## src/include/eoc_irq_pkg.sv

```systemverilog
package eoc_irq_pkg;

    // three bits so the fault count stays clear of the sense bit
    localparam int          FAULT_W       = 3;

    localparam logic [11:0] CFG_OFFSET    = 12'h000;
    localparam logic [11:0] STATUS_OFFSET = 12'h004;

    localparam int          CFG_FC_LSB    = 0;
    localparam int          CFG_SENSE_BIT = 3;
    localparam int          CFG_LATCH_BIT = 4;
    localparam int          CFG_LE_LSB    = 8;

    localparam int          ST_OVER_BIT   = 0;
    localparam int          ST_UNDER_BIT  = 1;
    localparam int          ST_READY_BIT  = 2;
    localparam int          ST_IRQ_BIT    = 3;

    localparam logic [1:0]  EOC_CODE      = 2'h3;
    localparam logic [1:0]  MODE_SHUTDOWN = 2'h0;

    typedef struct packed {
        logic [1:0]         low_limit_exp_msbs;
        logic               latch_style;
        logic               out_sense_sel;
        logic [FAULT_W-1:0] fault_count;
    } cfg_type;

    localparam cfg_type     CFG_RESET     = '{2'h0, 1'h0, 1'h0, '0};

    typedef struct packed {
        logic done;
        logic above;
        logic below;
    } conv_type;

endpackage

```

## src/verilog/fault_counter.sv

```systemverilog
module fault_counter #(
    parameter int CNT_W = 4
) (
    input  wire logic             clk,
    input  wire logic             resetn,
    input  wire logic             ce,
    input  wire logic             conv_done,
    input  wire logic             above,
    input  wire logic             below,
    input  wire logic [CNT_W-1:0] limit,
    output logic                  hit_high,
    output logic                  hit_low
);

    if (CNT_W < 1 || CNT_W > 16) begin : g_bad_width
        $error("fault_counter: CNT_W must lie in 1..16");
    end

    logic [CNT_W-1:0] cnt_q;
    logic [CNT_W-1:0] cnt_d;
    logic             dir_q;
    logic [CNT_W-1:0] limit_eff;
    logic             same_run;

    // a zero limit passes the compare on every fault just as one does, so treat it as one
    assign limit_eff = (limit == '0) ? CNT_W'(1) : limit;
    assign same_run  = (cnt_q != '0) && (dir_q == above);

    always_comb begin
        if (!(above || below)) begin
            cnt_d = '0;
        end else if (same_run) begin
            cnt_d = (cnt_q == '1) ? cnt_q : CNT_W'(cnt_q + CNT_W'(1));
        end else begin
            cnt_d = CNT_W'(1);
        end
    end

    // above takes priority when limits overlap
    assign hit_high = conv_done && above && (cnt_d >= limit_eff);
    assign hit_low  = conv_done && !above && below && (cnt_d >= limit_eff);

    always_ff @(posedge clk or negedge resetn) begin
        if (!resetn) begin
            cnt_q <= '0;
            dir_q <= 1'b0;
        end else if (ce && conv_done) begin
            cnt_q <= cnt_d;
            dir_q <= above;
        end
    end

endmodule // fault_counter

```

## src/verilog/eoc_irq_logic.sv

```systemverilog
//
// Behaviour
// - interrupt pin low when active with sense 0, or inactive with sense 1.
// - any configuration read clears the conversion-ready mark, except when a conversion finishes in the same cycle.
// - end-of-conversion mode whenever the low-limit exponent top bits are 11b.
// - in that mode every finished conversion makes the interrupt active, except when a write dropping latched style lands in the same cycle.
// - read, non-shutdown write or alert response may make it inactive.
// - latched: high fault sets over mark, interrupt active, ready set.
// - latched: low fault sets under mark, interrupt active, ready set.
// - conversion without fault keeps marks, interrupt active, ready set.
// - read: latched clears marks; both styles deactivate interrupt, clear ready.
// - shutdown configuration write changes nothing.
// - non-shutdown write clears ready; transparent also deactivates interrupt.
// - alert response: latched deactivates interrupt; marks and ready untouched.
// - transparent: high fault sets over, clears under, interrupt active.
// - transparent: low fault clears over, sets under, interrupt active.
// - high limit should be above low limit, else marks may misbehave.
// - end-of-conversion with transparent style follows the transparent behaviour.
// - style bit 4 selects latched when 1, transparent when 0.
// - transparent style ignores and does not acknowledge alert responses.
module eoc_irq_logic (
    input  wire logic                 clk,
    input  wire logic                 resetn,
    input  wire logic                 ce,
    input  wire logic                 psel,
    input  wire logic                 penable,
    input  wire logic                 pwrite,
    input  wire logic [11:0]          paddr,
    input  wire logic [31:0]          pwdata,
    output logic      [31:0]          prdata,
    output logic                      pready,
    output logic                      pslverr,
    input  wire eoc_irq_pkg::conv_type conv_in,
    input  wire logic                 cfg_rd_evt,
    input  wire logic                 cfg_wr_evt,
    input  wire logic [1:0]           cfg_wr_mode,
    input  wire logic                 alert_evt,
    output logic                      int_pin,
    output logic                      alert_ack,
    output logic                      over_mark,
    output logic                      under_mark,
    output logic                      conv_done_mark
);

    eoc_irq_pkg::cfg_type cfg_q;
    eoc_irq_pkg::cfg_type cfg_wr_val;
    logic                 irq_q;
    logic                 irq_d;
    logic                 over_d;
    logic                 under_d;
    logic                 ready_d;
    logic                 pready_q;
    logic                 access;
    logic                 apb_fire;
    logic                 apb_wr_cfg;
    logic                 latch_fall;
    logic                 eoc_mode;
    logic                 latched;
    logic                 run_write;
    logic                 hit_high;
    logic                 hit_low;
    logic [31:0]          rd_word;
    logic                 mapped;

    assign eoc_mode  = (cfg_q.low_limit_exp_msbs == eoc_irq_pkg::EOC_CODE);
    assign latched   = cfg_q.latch_style;
    assign run_write = cfg_wr_evt && (cfg_wr_mode != eoc_irq_pkg::MODE_SHUTDOWN);

    fault_counter #(
        .CNT_W (eoc_irq_pkg::FAULT_W)
    ) u_fault_counter (
        .clk       (clk),
        .resetn    (resetn),
        .ce        (ce),
        .conv_done (conv_in.done),
        .above     (conv_in.above),
        .below     (conv_in.below),
        .limit     (cfg_q.fault_count),
        .hit_high  (hit_high),
        .hit_low   (hit_low)
    );

    // apb slave: one wait state, data latched with pready
    assign access     = psel && penable && !pready_q;
    assign apb_fire   = psel && penable && pready_q;
    assign apb_wr_cfg = apb_fire && pwrite && (paddr == eoc_irq_pkg::CFG_OFFSET);
    assign latch_fall = apb_wr_cfg && cfg_q.latch_style && !pwdata[eoc_irq_pkg::CFG_LATCH_BIT];
    assign mapped     = (paddr == eoc_irq_pkg::CFG_OFFSET) || (paddr == eoc_irq_pkg::STATUS_OFFSET);

    assign cfg_wr_val.low_limit_exp_msbs = pwdata[eoc_irq_pkg::CFG_LE_LSB +: 2];
    assign cfg_wr_val.latch_style        = pwdata[eoc_irq_pkg::CFG_LATCH_BIT];
    assign cfg_wr_val.out_sense_sel      = pwdata[eoc_irq_pkg::CFG_SENSE_BIT];
    assign cfg_wr_val.fault_count        = pwdata[eoc_irq_pkg::CFG_FC_LSB +: eoc_irq_pkg::FAULT_W];

    always_comb begin
        rd_word = 32'h0000_0000;
        if (paddr == eoc_irq_pkg::CFG_OFFSET) begin
            rd_word[eoc_irq_pkg::CFG_LE_LSB +: 2]                  = cfg_q.low_limit_exp_msbs;
            rd_word[eoc_irq_pkg::CFG_LATCH_BIT]                    = cfg_q.latch_style;
            rd_word[eoc_irq_pkg::CFG_SENSE_BIT]                    = cfg_q.out_sense_sel;
            rd_word[eoc_irq_pkg::CFG_FC_LSB +: eoc_irq_pkg::FAULT_W] = cfg_q.fault_count;
        end else if (paddr == eoc_irq_pkg::STATUS_OFFSET) begin
            rd_word[eoc_irq_pkg::ST_OVER_BIT]  = over_mark;
            rd_word[eoc_irq_pkg::ST_UNDER_BIT] = under_mark;
            rd_word[eoc_irq_pkg::ST_READY_BIT] = conv_done_mark;
            rd_word[eoc_irq_pkg::ST_IRQ_BIT]   = irq_q;
        end
    end

    always_ff @(posedge clk or negedge resetn) begin
        if (!resetn) begin
            pready_q <= 1'b0;
            pslverr  <= 1'b0;
            prdata   <= 32'h0000_0000;
        end else if (ce) begin
            pready_q <= access;
            pslverr  <= access && !mapped;
            if (access && !pwrite) begin
                prdata <= rd_word;
            end
        end
    end

    assign pready = pready_q;

    always_ff @(posedge clk or negedge resetn) begin
        if (!resetn) begin
            cfg_q <= eoc_irq_pkg::CFG_RESET;
        end else if (ce && apb_wr_cfg) begin
            cfg_q <= cfg_wr_val;
        end
    end

    // clears first, completion last, so a conversion landing on a clear wins
    always_comb begin
        over_d  = over_mark;
        under_d = under_mark;
        if (eoc_mode) begin
            if (cfg_rd_evt && latched) begin
                over_d  = 1'b0;
                under_d = 1'b0;
            end
            if (hit_high) begin
                over_d = 1'b1;
                if (!latched) begin
                    under_d = 1'b0;
                end
            end else if (hit_low) begin
                under_d = 1'b1;
                if (!latched) begin
                    over_d = 1'b0;
                end
            end
        end
    end

    always_comb begin
        irq_d = irq_q;
        if (eoc_mode) begin
            if (cfg_rd_evt) begin
                irq_d = 1'b0;
            end
            if (run_write && !latched) begin
                irq_d = 1'b0;
            end
            if (alert_evt && latched) begin
                irq_d = 1'b0;
            end
            if (conv_in.done) begin
                irq_d = 1'b1;
            end
        end
        if (latch_fall) begin
            irq_d = 1'b0;
        end
    end

    always_comb begin
        ready_d = conv_done_mark;
        if (cfg_rd_evt || run_write) begin
            ready_d = 1'b0;
        end
        if (conv_in.done) begin
            ready_d = 1'b1;
        end
    end

    always_ff @(posedge clk or negedge resetn) begin
        if (!resetn) begin
            over_mark  <= 1'b0;
            under_mark <= 1'b0;
        end else if (ce) begin
            over_mark  <= over_d;
            under_mark <= under_d;
        end
    end

    always_ff @(posedge clk or negedge resetn) begin
        if (!resetn) begin
            irq_q <= 1'b0;
        end else if (ce) begin
            irq_q <= irq_d;
        end
    end

    always_ff @(posedge clk or negedge resetn) begin
        if (!resetn) begin
            conv_done_mark <= 1'b0;
        end else if (ce) begin
            conv_done_mark <= ready_d;
        end
    end

    // pin lags the state by one cycle; cheaper than a combinational pad path
    always_ff @(posedge clk or negedge resetn) begin
        if (!resetn) begin
            int_pin <= 1'b1;
        end else if (ce) begin
            int_pin <= ~(irq_q ^ cfg_q.out_sense_sel);
        end
    end

    // only a pending latched interrupt answers an alert response
    always_ff @(posedge clk or negedge resetn) begin
        if (!resetn) begin
            alert_ack <= 1'b0;
        end else if (ce) begin
            alert_ack <= alert_evt && latched && irq_q;
        end
    end
endmodule // eoc_irq_logic

```

## config.mk

```make
export PLATFORM = sky130hd
export DESIGN_NAME = eoc_irq_logic
export DESIGN_NICKNAME = d
export VERILOG_FILES = /design/src/include/eoc_irq_pkg.sv /design/src/verilog/fault_counter.sv /design/src/verilog/eoc_irq_logic.sv
export SDC_FILE = /design/constraint.sdc
export NUM_CORES = 1
export LEC_CHECK = 0
export BUFFER_PORTS_ARGS = -buffer_cell sky130_fd_sc_hd__buf_2
export CAP_MARGIN = 10
export CORE_MARGIN = 2
export CORE_UTILIZATION = 45
export CTS_BUF_LIST = sky130_fd_sc_hd__clkbuf_4
export DETAILED_ROUTE_END_ITERATION = 6
export PLACE_DENSITY = 0.91
export SYNTH_ARGS = -nofsm -noshare
export SYNTH_HDL_FRONTEND = slang
export SYNTH_HIERARCHICAL = 1
export SYNTH_SLANG_ARGS = --single-unit
```

## constraint.sdc

```tcl
create_clock -name clk -period 3.5 [get_ports clk]
set_clock_uncertainty 0.05 [all_clocks]
set_input_delay 1.05 -clock clk [delete_from_list [all_inputs] [get_ports clk]]
set_output_delay 1.05 -clock clk [all_outputs]
set_load 0.02 [all_outputs]
```

* Word-level counts from Yosys, hierarchy flattened
Cells that the tools add are included.
** Word-level totals
- Bits in registers :: 26
- Bits of input ports :: 58
- Output and inout port bits :: 39
** Operators by class
- Add/sub/neg operators :: 1
- $lt $le $gt $ge :: 1
- Equality and inequality tests :: 4
- Muxes and demuxes :: 24
- Bitwise logic cells :: 2
- Reduce and logical (&&, ||, !) cells :: 42
** Operator list (number)
- logical AND 1 bit :: 22
- 2-to-1 mux 1 bit :: 17
- == test 12 x 3 -> 1 bit, second input constant :: 1
- logical NOT 12 bit :: 1
- 2-to-1 mux 3 bit :: 4
- 2-to-1 mux 4 bit :: 2
- logical NOT 1 bit :: 6
- AND reduction 2 bit :: 3
- nonzero test 2 bit :: 3
- nonzero test 5 bit :: 1
- adder 3 x 1 -> 3 bit, second input constant :: 1
- == test 3 bit, second input constant :: 1
- greater-or-equal comparator 3 bit :: 1
- logical NOT 3 bit :: 1
- logical OR 1 bit :: 3
- AND reduction 3 bit :: 1
- nonzero test 3 bit :: 1
- == test 2 bit, second input constant :: 1
- 2-to-1 mux 2 bit :: 1
- == test 1 bit :: 1
- inverter 1 bit :: 1
- XOR 1 bit :: 1

* Logic depth before layout (Yosys ltp)
Gate-level depths: netlist (run 1).
- Depth in word-level cells :: 8
- Mapped depth :: 13
- Mapped depth without buffers :: 13

* By module
The synthesis (run 1) kept the hierarchy.
** By module, submodules not included
- eoc_irq_logic :: times used 1, cells an instance 124, area an instance 1233.7 µm², sequential area each 551.8 µm²
- fault_counter :: times used 1, cells an instance 43, area an instance 400.4 µm², sequential area each 100.1 µm²

* Least setup slack after synthesis (run 1)
No wires, ideal clock.
- Kind :: input port to flip-flop
- Start point :: input conv_in[1] (netlist bit)
- End point :: register under_mark
- Setup time :: 0.129 ns
- Arrival time :: 2.415 ns
- Data required time :: 3.321 ns
- Setup slack :: 0.906 ns
- Stages :: 10
- Buffers on the path :: 0
- Cells stage by stage :: xor2_1 > o22ai_4 > ha_1 > nand2b_1 > a21o_1 > a21oi_1 > nor2_1 > inv_1 > a2bb2oi_1 > o21ai_0
** Between the ends
- Word-level cells in the longest chain between the ends :: 8
** Ends and longest elaborated chain
- start, declared :: line eoc_irq_logic.sv:33 : input wire eoc_irq_pkg::conv_type conv_in,
- == test 1 bit :: line fault_counter.sv:27 : assign same_run = (cnt_q != '0) && (dir_q == above);
- logical AND 1 bit :: line fault_counter.sv:27
- 2-to-1 mux 3 bit :: line fault_counter.sv:32 : end else if (same_run) begin
- 2-to-1 mux 3 bit :: line fault_counter.sv:30 : if (!(above || below)) begin
- greater-or-equal comparator 3 bit :: line fault_counter.sv:41 : assign hit_low = conv_done && !above && below && (cnt_d >= limit_eff);
- logical AND 1 bit (*) :: line fault_counter.sv:41
- via hit_low :: line eoc_irq_logic.sv:61 : logic hit_low;
- 2-to-1 mux 1 bit (*) :: line eoc_irq_logic.sv:148 : end else if (hit_low) begin
- 2-to-1 mux 1 bit (*) :: line eoc_irq_logic.sv:143 : if (hit_high) begin
- end signal, assigned :: line eoc_irq_logic.sv:194 : under_mark <= under_d;
- end, declared :: line eoc_irq_logic.sv:41 : output logic under_mark,
Mark *: on every way through the listed nets, which the timed path passes. The rest lies on a longest branch.
A chain may end at the register's enable or synchronous reset.

* Worst setup path in the final report (run 1)
- Start point :: register u_fault_counter.cnt_q[0]
- End point :: register under_mark
** Between the ends
- Word-level cells in the longest chain between the ends :: 8
** Ends and longest elaborated chain
- start, declared :: line fault_counter.sv:19 : logic [CNT_W-1:0] cnt_q;
- start signal, assigned :: line fault_counter.sv:48 : cnt_q <= cnt_d;
- adder 3 x 1 -> 3 bit (tied with other cells) :: line fault_counter.sv:33 : cnt_d = (cnt_q == '1) ? cnt_q : CNT_W'(cnt_q + CNT_W'(1));
- 2-to-1 mux 3 bit or logical AND 1 bit (tied branches) :: line fault_counter.sv:33, fault_counter.sv:27
- 2-to-1 mux 3 bit (*) :: line fault_counter.sv:32
- 2-to-1 mux 3 bit (*) :: line fault_counter.sv:30
- greater-or-equal comparator 3 bit (*) :: line fault_counter.sv:41
- logical AND 1 bit (*) :: line fault_counter.sv:41
- via hit_low :: line eoc_irq_logic.sv:61
- 2-to-1 mux 1 bit (*) :: line eoc_irq_logic.sv:148
- 2-to-1 mux 1 bit (*) :: line eoc_irq_logic.sv:143
Marks and branches as above.

==> results.md, run 1 <==
Placement:
- The count of buffers inserted at the top-level ports is 46.
- At the placement stage, the worst setup path has a slack of 0.6080 ns.
- In this run, placement finished with an instance count of 253.
- The weighted congestion reported at the end of routability-driven placement is 0.7694.
- The final HPWL from detailed placement is 2.506 mm.

Synthesis:
- The async set-or-reset flop fraction in the synthesized netlist is 100.0%.
- Among all flip-flop cells after synthesis, the most frequent one is dfrtp_1.
- The dominant combinational cell family by area after synthesis is buffers and inverters.
- The largest area contributor in the netlist is dfrtp_1.
- The cell count after synthesis is 167.
- The number of synthesized register bits is 26.
- The synthesized design devotes to its leading area cell type 38.28% of total area.
- The netlist uses 40 different library cells.
- The synthesized netlist devotes 14.24% of its cell area to compound gates.
- A synthesized cell averages 9.785 um2.
- The post-synthesis share of cell area spent on xor and xnor gates is 1.072%.
- The synthesis warning total is 6.
- The synthesized design contains 0 enable-type register cells.
- The share of synthesized cell area in full adder, half adder and majority cells is 3.828%.
- The synthesized area is 1634 um2.
- Sorting the synthesized cells by area gives the leading types as dfrtp_1, buf_4, mux2_2.
- For this run, the register share of the synthesized area comes to 39.89%.
- Measured against the total synthesized area, the mux share comes to 12.40%.
- Of the total synthesized cell area, the portion taken by AND, OR, NAND and NOR gates is 11.18%.

STA:
- Static timing analysis puts the maximum clock frequency at 371.8 MHz.
- In this run the tightest slew margin relative to its limit is 61.10%.
- Of the available clock period, the critical path in the final layout requires 76.85%.
- The final number of setup-violating endpoints is 0.
- For the finished layout, the period the worst path requires is 2.690 ns.
- In the final timing run, aggregate negative setup slack is 0 ns.
- The transition time of the tightest slew-check pin is 0.5835 ns.
- The max-slew violation count is 0.
- The number of hold violations in the final report was 0.
- Setup repair after global routing left no endpoint under its margin.
- The minimum hold slack is 0.4374 ns.
- The worst setup slack after layout is 0.8101 ns.

Critical path:
- The biggest cell delay along the critical path is 0.43 ns.
- The arrival time at the worst endpoint is 2.86 ns.
- The worst setup path is captured at a register.
- In this run the worst path has a maximum fanout of 4.
- At the worst endpoint, the required time is 3.67 ns.
- The slowest cell on the critical path is dfrtp_1.
- Traced cell by cell, the critical path runs through inv_1, ha_1, mux2_4, mux2_4, o22ai_4, ha_1, nand2b_1, a21o_1, a21oi_1, nor2_1, inv_1, a2bb2oi_1, o21ai_0.
- The worst setup path is of the register to register kind.
- The count of buffering cells on the critical path with inverters included is 2.
- The kind of launch point of the worst setup path is a register.
- The cell family contributing the most delay on the critical path is compound AO/OA/AOI/OAI gates.

Finish:
- Compared with the post-synthesis result, the final layout area differs by 11.26%.
- The total area of multi-input combinational cells is 792.0 um2.
- The count of antenna diodes in the layout is 0.
- The count of filler cells inserted in the layout is 331.
- The area taken by flip-flops and latches is 651.9 um2.
- After the flow finishes, the layout carries non-filler instances totaling 257.
- The ratio of cells with drive above 1 in the final layout is 31.28%.
- The final layout net count is 275.

Routing:
- After detailed routing, the number of vias per cell comes to 4.837.
- The via count is 1243.
- The average wire length per cell after detail routing is 12.24 um.
- In this run the remaining antenna-violating nets after routing total 0.
- Summed over all layers, the routed wires come to 3.145 mm.
- The number of iterations in the first detailed-routing pass is 4.
- The first-iteration detailed-routing DRC count is 25.
- In the routed design, unresolved DRC markers number 0.

Die:
- The placeable core area is 3416 um2.
- Measured along the y axis, the die boundary spans 64.26 um.
- The initial utilization of the core area, before any placement, comes to 47.84%.
- The area of the die is 4129 um2.
- Row generation in the floorplan step produced 21 rows.
- The die boundary width is 64.26 um.
- The number of top-level pins is 97.

Pwr:
- The design internal power is 0.0004081 W.
- The switching power of the nets is 0.0001840 W.
- Sequential cells burn 54.5% of the power.
- The power share of the clock group is 22.0%.
- The combinational share of power is 23.5%.
- The peak supply drop is 235.1 uV.
- Of the total power, the share spent switching nets is 31.07%.
- For this design the static power due to leakage is 0.9558 nW.
- The ratio of total power to cell area is 325.7 nW/um2.
- The post-route total power is 0.0005921 W.

CTS:
- The number of buffers created by CTS is 3.
- The clock passes through at most 2 buffers.
- The number of buffers added for setup after CTS is 0.
- The post-cts sizing count is 0.
- After clock tree synthesis, the clock-pin slew on the worst setup and hold paths is 0.14 ns.
- The clock root buffer is clkbuf_4.
- The number of hold buffers added after CTS was 0.
- The CTS tree is done.
- CTS built an H-tree with a depth of 1.
- The sink count of the clock tree is 26.
- The clock reaches the later pin of the worst-skew pair after 0.33 ns.

Min path:
- The min-delay analysis places its worst path in the category register to register.

GRT:
- The overall fraction of global-route tracks in use is 15.64%.
- The initial antenna violation count is 0.
- The via count of the first global-routing pass is 1158.
- The total overflow left after global routing is 0.
- Entering global routing, the biggest net connects 27 pins.
- The first global-routing pass estimated 5.099 mm of wire.

Job:
- Across the run, the number of max-cap violations was 0.

Outcome:
- The flow ran to the end, and the final reports show no timing, DRC or antenna violations.
==> logic make-up after synthesis <==
logic type | after synthesis
buffers and inverters | 46
and+or+nand+nor | 39
AOI/OAI and AO/OA | 30
DFF | 26
muxes | 18
adders and majority gates | 5
xor gates and xnor gates | 2
other | 1
==> cell type report <==
type,count,share of cell area [%]
Multi-Input combinational cell,119,43.57
Sequential cell,26,35.86
Inverter,16,3.304
Tap cell,46,3.166
Clock buffer,3,1.239
Timing Repair Buffer,46,12.66
Clock inverter,1,0.2065
==> sequential cells by signal, indices dropped and copies added, names as in the netlist <==
register,flops
alert_ack,1
cfg_q,6
conv_done_mark,1
int_pin,1
irq_q,1
latched,1
over_mark,1
prdata,7
pready,1
pslverr,1
u_fault_counter/cnt_q,3
u_fault_counter/dir_q,1
under_mark,1
==> power groups by stage <==
| stage | combinational, W | clock (W) | sequential (W) |
|---|---|---|---|
| 2_1_floorplan | 0.000116 | 0 | 0.000330 |
| 3_3_place_gp | 0.000135 | 0 | 0.000327 |
| 3_5_place_dp | 0.000138 | 0 | 0.000328 |
| 4_1_cts | 0.000139 | 0.000133 | 0.000322 |
| 5_1_grt | 0.000156 | 0.000143 | 0.000325 |
| 6_report | 0.000139 | 0.000130 | 0.000323 |
==> through the flow <==
stage          instance area, um2  utilization [%]
2_1_floorplan                1724                -
3_3_place_gp                 1792            52.45
3_5_place_dp                 1792            52.45
4_1_cts                      1818            53.22
5_1_grt                      1818            53.22
6_report                     1818            53.22
==> path summary, 6_finish.rpt <==
path / to / startpoint / depth (start not counted) / slack (ns)
setup / recovery: under_mark / u_fault_counter/cnt_q[0] / 13 / 0.81
hold / removal: prdata[8] / prdata[8] / 2 / 0.44
min in group asynchronous: cfg_q[3] / resetn / 1 / 0.65
max in group asynchronous: prdata[1] / resetn / 1 / 2.36
setup reg to reg: under_mark / u_fault_counter/cnt_q[0] / 13 / 0.81
hold reg to reg: prdata[8] / prdata[8] / 2 / 0.44
==> cell usage after synthesis, types with 2 or more instances <==
master,instances
ha_1,5
buf_2,2
a21oi_1,2
nor4_1,2
inv_1,16
o22ai_1,2
and3_1,2
o21ai_0,8
nor2b_1,2
nor3_1,3
nand2_1,18
dfrtp_1,25
nor2_1,5
mux2i_1,6
nand3_1,3
buf_4,26
mux2_2,10
o41ai_1,3
mux2_4,2
o31ai_1,4
nand2b_1,2
==> worst register-to-register path, stage by stage (launching register included) <==
cell and delay (ns):
dfrtp_1 0.43, inv_1 0.06, ha_1 0.23, mux2_4 0.27, mux2_4 0.27, o22ai_4 0.15, ha_1 0.25, nand2b_1 0.14
a21o_1 0.17, a21oi_1 0.17, nor2_1 0.09, inv_1 0.07, a2bb2oi_1 0.16, o21ai_0 0.09
==> routing by layer <==
metal	vias to the layer above	wire length (um)	global-route usage [%]
li1	612	-	-
met1	577	1336	19.44
met2	49	1578	27.60
met3	5	186	2.113
met4	0	44	5.585
met5	-	0	0
==> cells in the final DEF (no fill, tap or decap), types with 2 or more instances in the layout <==
cell / n
a21oi_1: 2
o22ai_1: 2
nand2b_1: 2
o31ai_1: 4
nand3_1: 3
nor4_1: 2
nor3_1: 3
o41ai_1: 3
clkbuf_4: 3
nor2b_1: 2
inv_1: 16
buf_2: 46
mux2_4: 2
nand2_1: 18
dfrtp_1: 25
conb_1: 25
and3_1: 2
o21ai_0: 8
mux2i_1: 6
nor2_1: 5
ha_1: 5
mux2_2: 10
(Power assumes the default switching activity.)
==> inputs of run 2 (changes only) <==
- CORE_UTILIZATION: 45 -> 41
- PLACE_DENSITY: 0.91 -> 0.87
- clock period: 3.5 -> 2.4 ns (I/O delays scaled with it)
==> run 2 against run 1 <==
Largest power group unchanged. Wire length is 11% higher. Highest routed layer unchanged. The flow now finishes with violations (negative setup slack). Core utilization is 0.12 points higher. Fmax is 9.2% higher. Hold slack worse by 0.12 ns. Die area is 9.1% higher. Sequential power is 45% higher. Sequential share of layout area is 3.2 points lower. Via count is 7.5% higher.
==> results.md, run 2 (synthesized netlist as in run 1, its figures left out) <==
CTS:
- The number of buffers inserted by hold repair at cts is 0.
- The clock root buffer is clkbuf_4.
- Counting the buffers created by CTS gives 3.
- TritonCTS built the clock tree.
- After clock tree synthesis, the clock-pin slew on the worst setup and hold paths is 0.15 ns.
- No sink is reached through more buffers than the 2 on the longest clock path.
- For this design, the sink count on the clock tree is 26.
- CTS built an H-tree with a depth of 1.
- The insertion delay to the later sink of the worst-skew pair is 0.32 ns.

Pwr:
- The ratio of total power to cell area is 480.3 nW/um2.
- In this run the static leakage power is 1.053 nW.
- The peak supply drop is 234.2 uV.
- Total power for the finished layout comes to 0.0009592 W.

Finish:
- From synthesis to final layout, the design area changed by 22.21%.
- Leaving out fill and tap cells, the most frequent cell in the layout is buf_2.
- The share of the core filled with cells is 53.34%.
- The register with the most flip-flops in the final layout is prdata.
- In the final layout, the share of cells above drive strength 1 is 40.17%.
- The count of antenna diodes in the layout is 0.
- In the final layout, the registers with the most flip-flops are prdata (7), cfg_q (6), u_fault_counter/cnt_q (3).
- The final layout net count is 293.
- In the layout the commonest cells are buf_2, conb_1, dfrtp_1, nand2_1, buf_4.
- The register with the most flip-flops in the layout has 7 of them.

STA:
- The peak clock frequency supported by timing is 405.8 MHz.
- The relative max-transition margin is 61.95%.
- The routed design could run at a clock period as short as 2.464 ns.
- Setup repair after global routing could not meet its margin everywhere.
- The max-slew violation count is 0.
- Setup violations remaining at the end of the flow were counted as 2.
- In the final timing run, aggregate negative setup slack is -0.1135 ns.
- The worst setup slack after layout is -0.06425 ns.
- On the final layout, the worst hold slack is 0.3136 ns.
- The final period utilization is 102.7%.
- The transition time of the tightest slew-check pin is 0.5707 ns.
- The number of hold violations in the final report is 0.

Min path:
- The type of the most critical hold path is input pin to asynchronous set/reset pin.

GRT:
- The initial antenna violation count is 0.
- The overall fraction of global-route tracks in use is 14.77%.
- Global routing finished with a remaining overflow of 0.
- The first global-routing pass estimated 5.092 mm of wire.
- The via count of the first global-routing pass is 1179.
- Entering global routing, the biggest net connects 27 pins.

Job:
- Across the run, the number of max-cap violations was 0.

Die:
- The die boundary width is 67.13 um.
- The effective utilization at floorplan is 43.65%.
- The area of the die is 4506 um2.
- The number of top-level pins is 97.
- The floorplan step defined a core boundary enclosing 3744 um2.
- In this run the core area contains 22 standard-cell rows.
- Measured along the y axis, the die boundary spans 67.13 um.

Outcome:
- The run finished, with violations left.
- The checks that failed: negative setup slack.

Placement:
- The final HPWL from detailed placement is 2.714 mm.
- The post-place setup slack is -0.08383 ns.
- At the end of routability-driven placement, the weighted congestion stood at 0.7924.
- The count of buffers inserted at the top-level ports is 46.

Critical path:
- The required time at the endpoint of the critical path is 2.58 ns.
- Along the worst path, the maximum fanout reaches 3.
- The type of the worst setup path is register to register.
- The kind of launch point of the worst setup path is a register.
- The arrival time at the worst endpoint is 2.64 ns.
- In this run the register-to-register setup slack is -0.06 ns.
- The worst setup path is captured at a register.

Routing:
- The average wire length per cell after detail routing is 12.59 um.
- After detailed routing, the number of vias per cell comes to 4.823.
- Summed over all layers, the routed wires come to 3.488 mm.
- The first-iteration detailed-routing DRC count is 29.
- The count of antenna-violating nets left after detailed routing is 0.
- After detailed routing, the number of remaining DRC violations is 0.
- The via count is 1336.
- The number of iterations in the first detailed-routing pass is 4.
==> run 2: cell count changes in the layout (fill, tap and decap cells not counted), sizes merged <==
cell	change
clkinv	-1
clkbuf	+1
buf	+18
==> run 2: critical path: stages (launching register included) <==
cell,delay [ns]
dfrtp_1,0.40
inv_1,0.05
ha_2,0.19
mux2_4,0.26
mux2_4,0.27
o22ai_4,0.14
ha_4,0.23
nand2b_4,0.13
a21o_1,0.16
a21oi_2,0.16
nor2_2,0.06
inv_1,0.07
a2bb2oi_2,0.12
o21ai_1,0.07
==> run 2: cell type report <==
| cell class | instances | area [um2] |
|---|---|---|
| clock buffer | 4 | 30.03 |
| timing repair buffer | 64 | 365.4 |
| sequential | 26 | 651.9 |
| multi-input combinational | 119 | 829.5 |
| tap | 48 | 60.06 |
| inverter | 16 | 60.06 |
| fill | 343 | 1747 |
==> run 2: final timing paths <==
check / startpoint / to / cells past startpoint
max: u_fault_counter/cnt_q[1] / under_mark / 13
min: resetn / u_fault_counter/cnt_q[2] / 1
max reg2reg: u_fault_counter/cnt_q[1] / under_mark / 13
min reg2reg: prdata[8] / prdata[8] / 2
max in group asynchronous: resetn / int_pin / 1
min in group clk: prdata[8] / prdata[8] / 2
==> run 2: power by group <==
| part | total, W | switching, W | internal (W) |
|---|---|---|---|
| clock | 0.000201 | 0.000125 | 0.0000762 |
| combinational | 0.000291 | 0.000152 | 0.000139 |
| sequential | 0.000467 | 0.0000146 | 0.000452 |
==> run 2: timing repair <==
action,in CTS,in global routing
gates resized for setup,2,5
setup buffers,2,2
pin swaps,4,4
setup endpoints to repair,2,2
==> run 2: through the flow <==
stage | std cells | cell area [um2]
final | 277 | 1997
after global routing | 277 | 1997
after CTS | 275 | 1956
after detailed placement | 269 | 1908
after global placement | 269 | 1908
after floorplan | 191 | 1733
==> run 2: metal layers <==
metal	vias up	GRT usage, %	share of wire, %
met5	-	0	0
met4	0	6.122	1.6
met3	6	2.167	6.2
met2	50	25.37	49
met1	630	18.54	43
li1	650	-	-
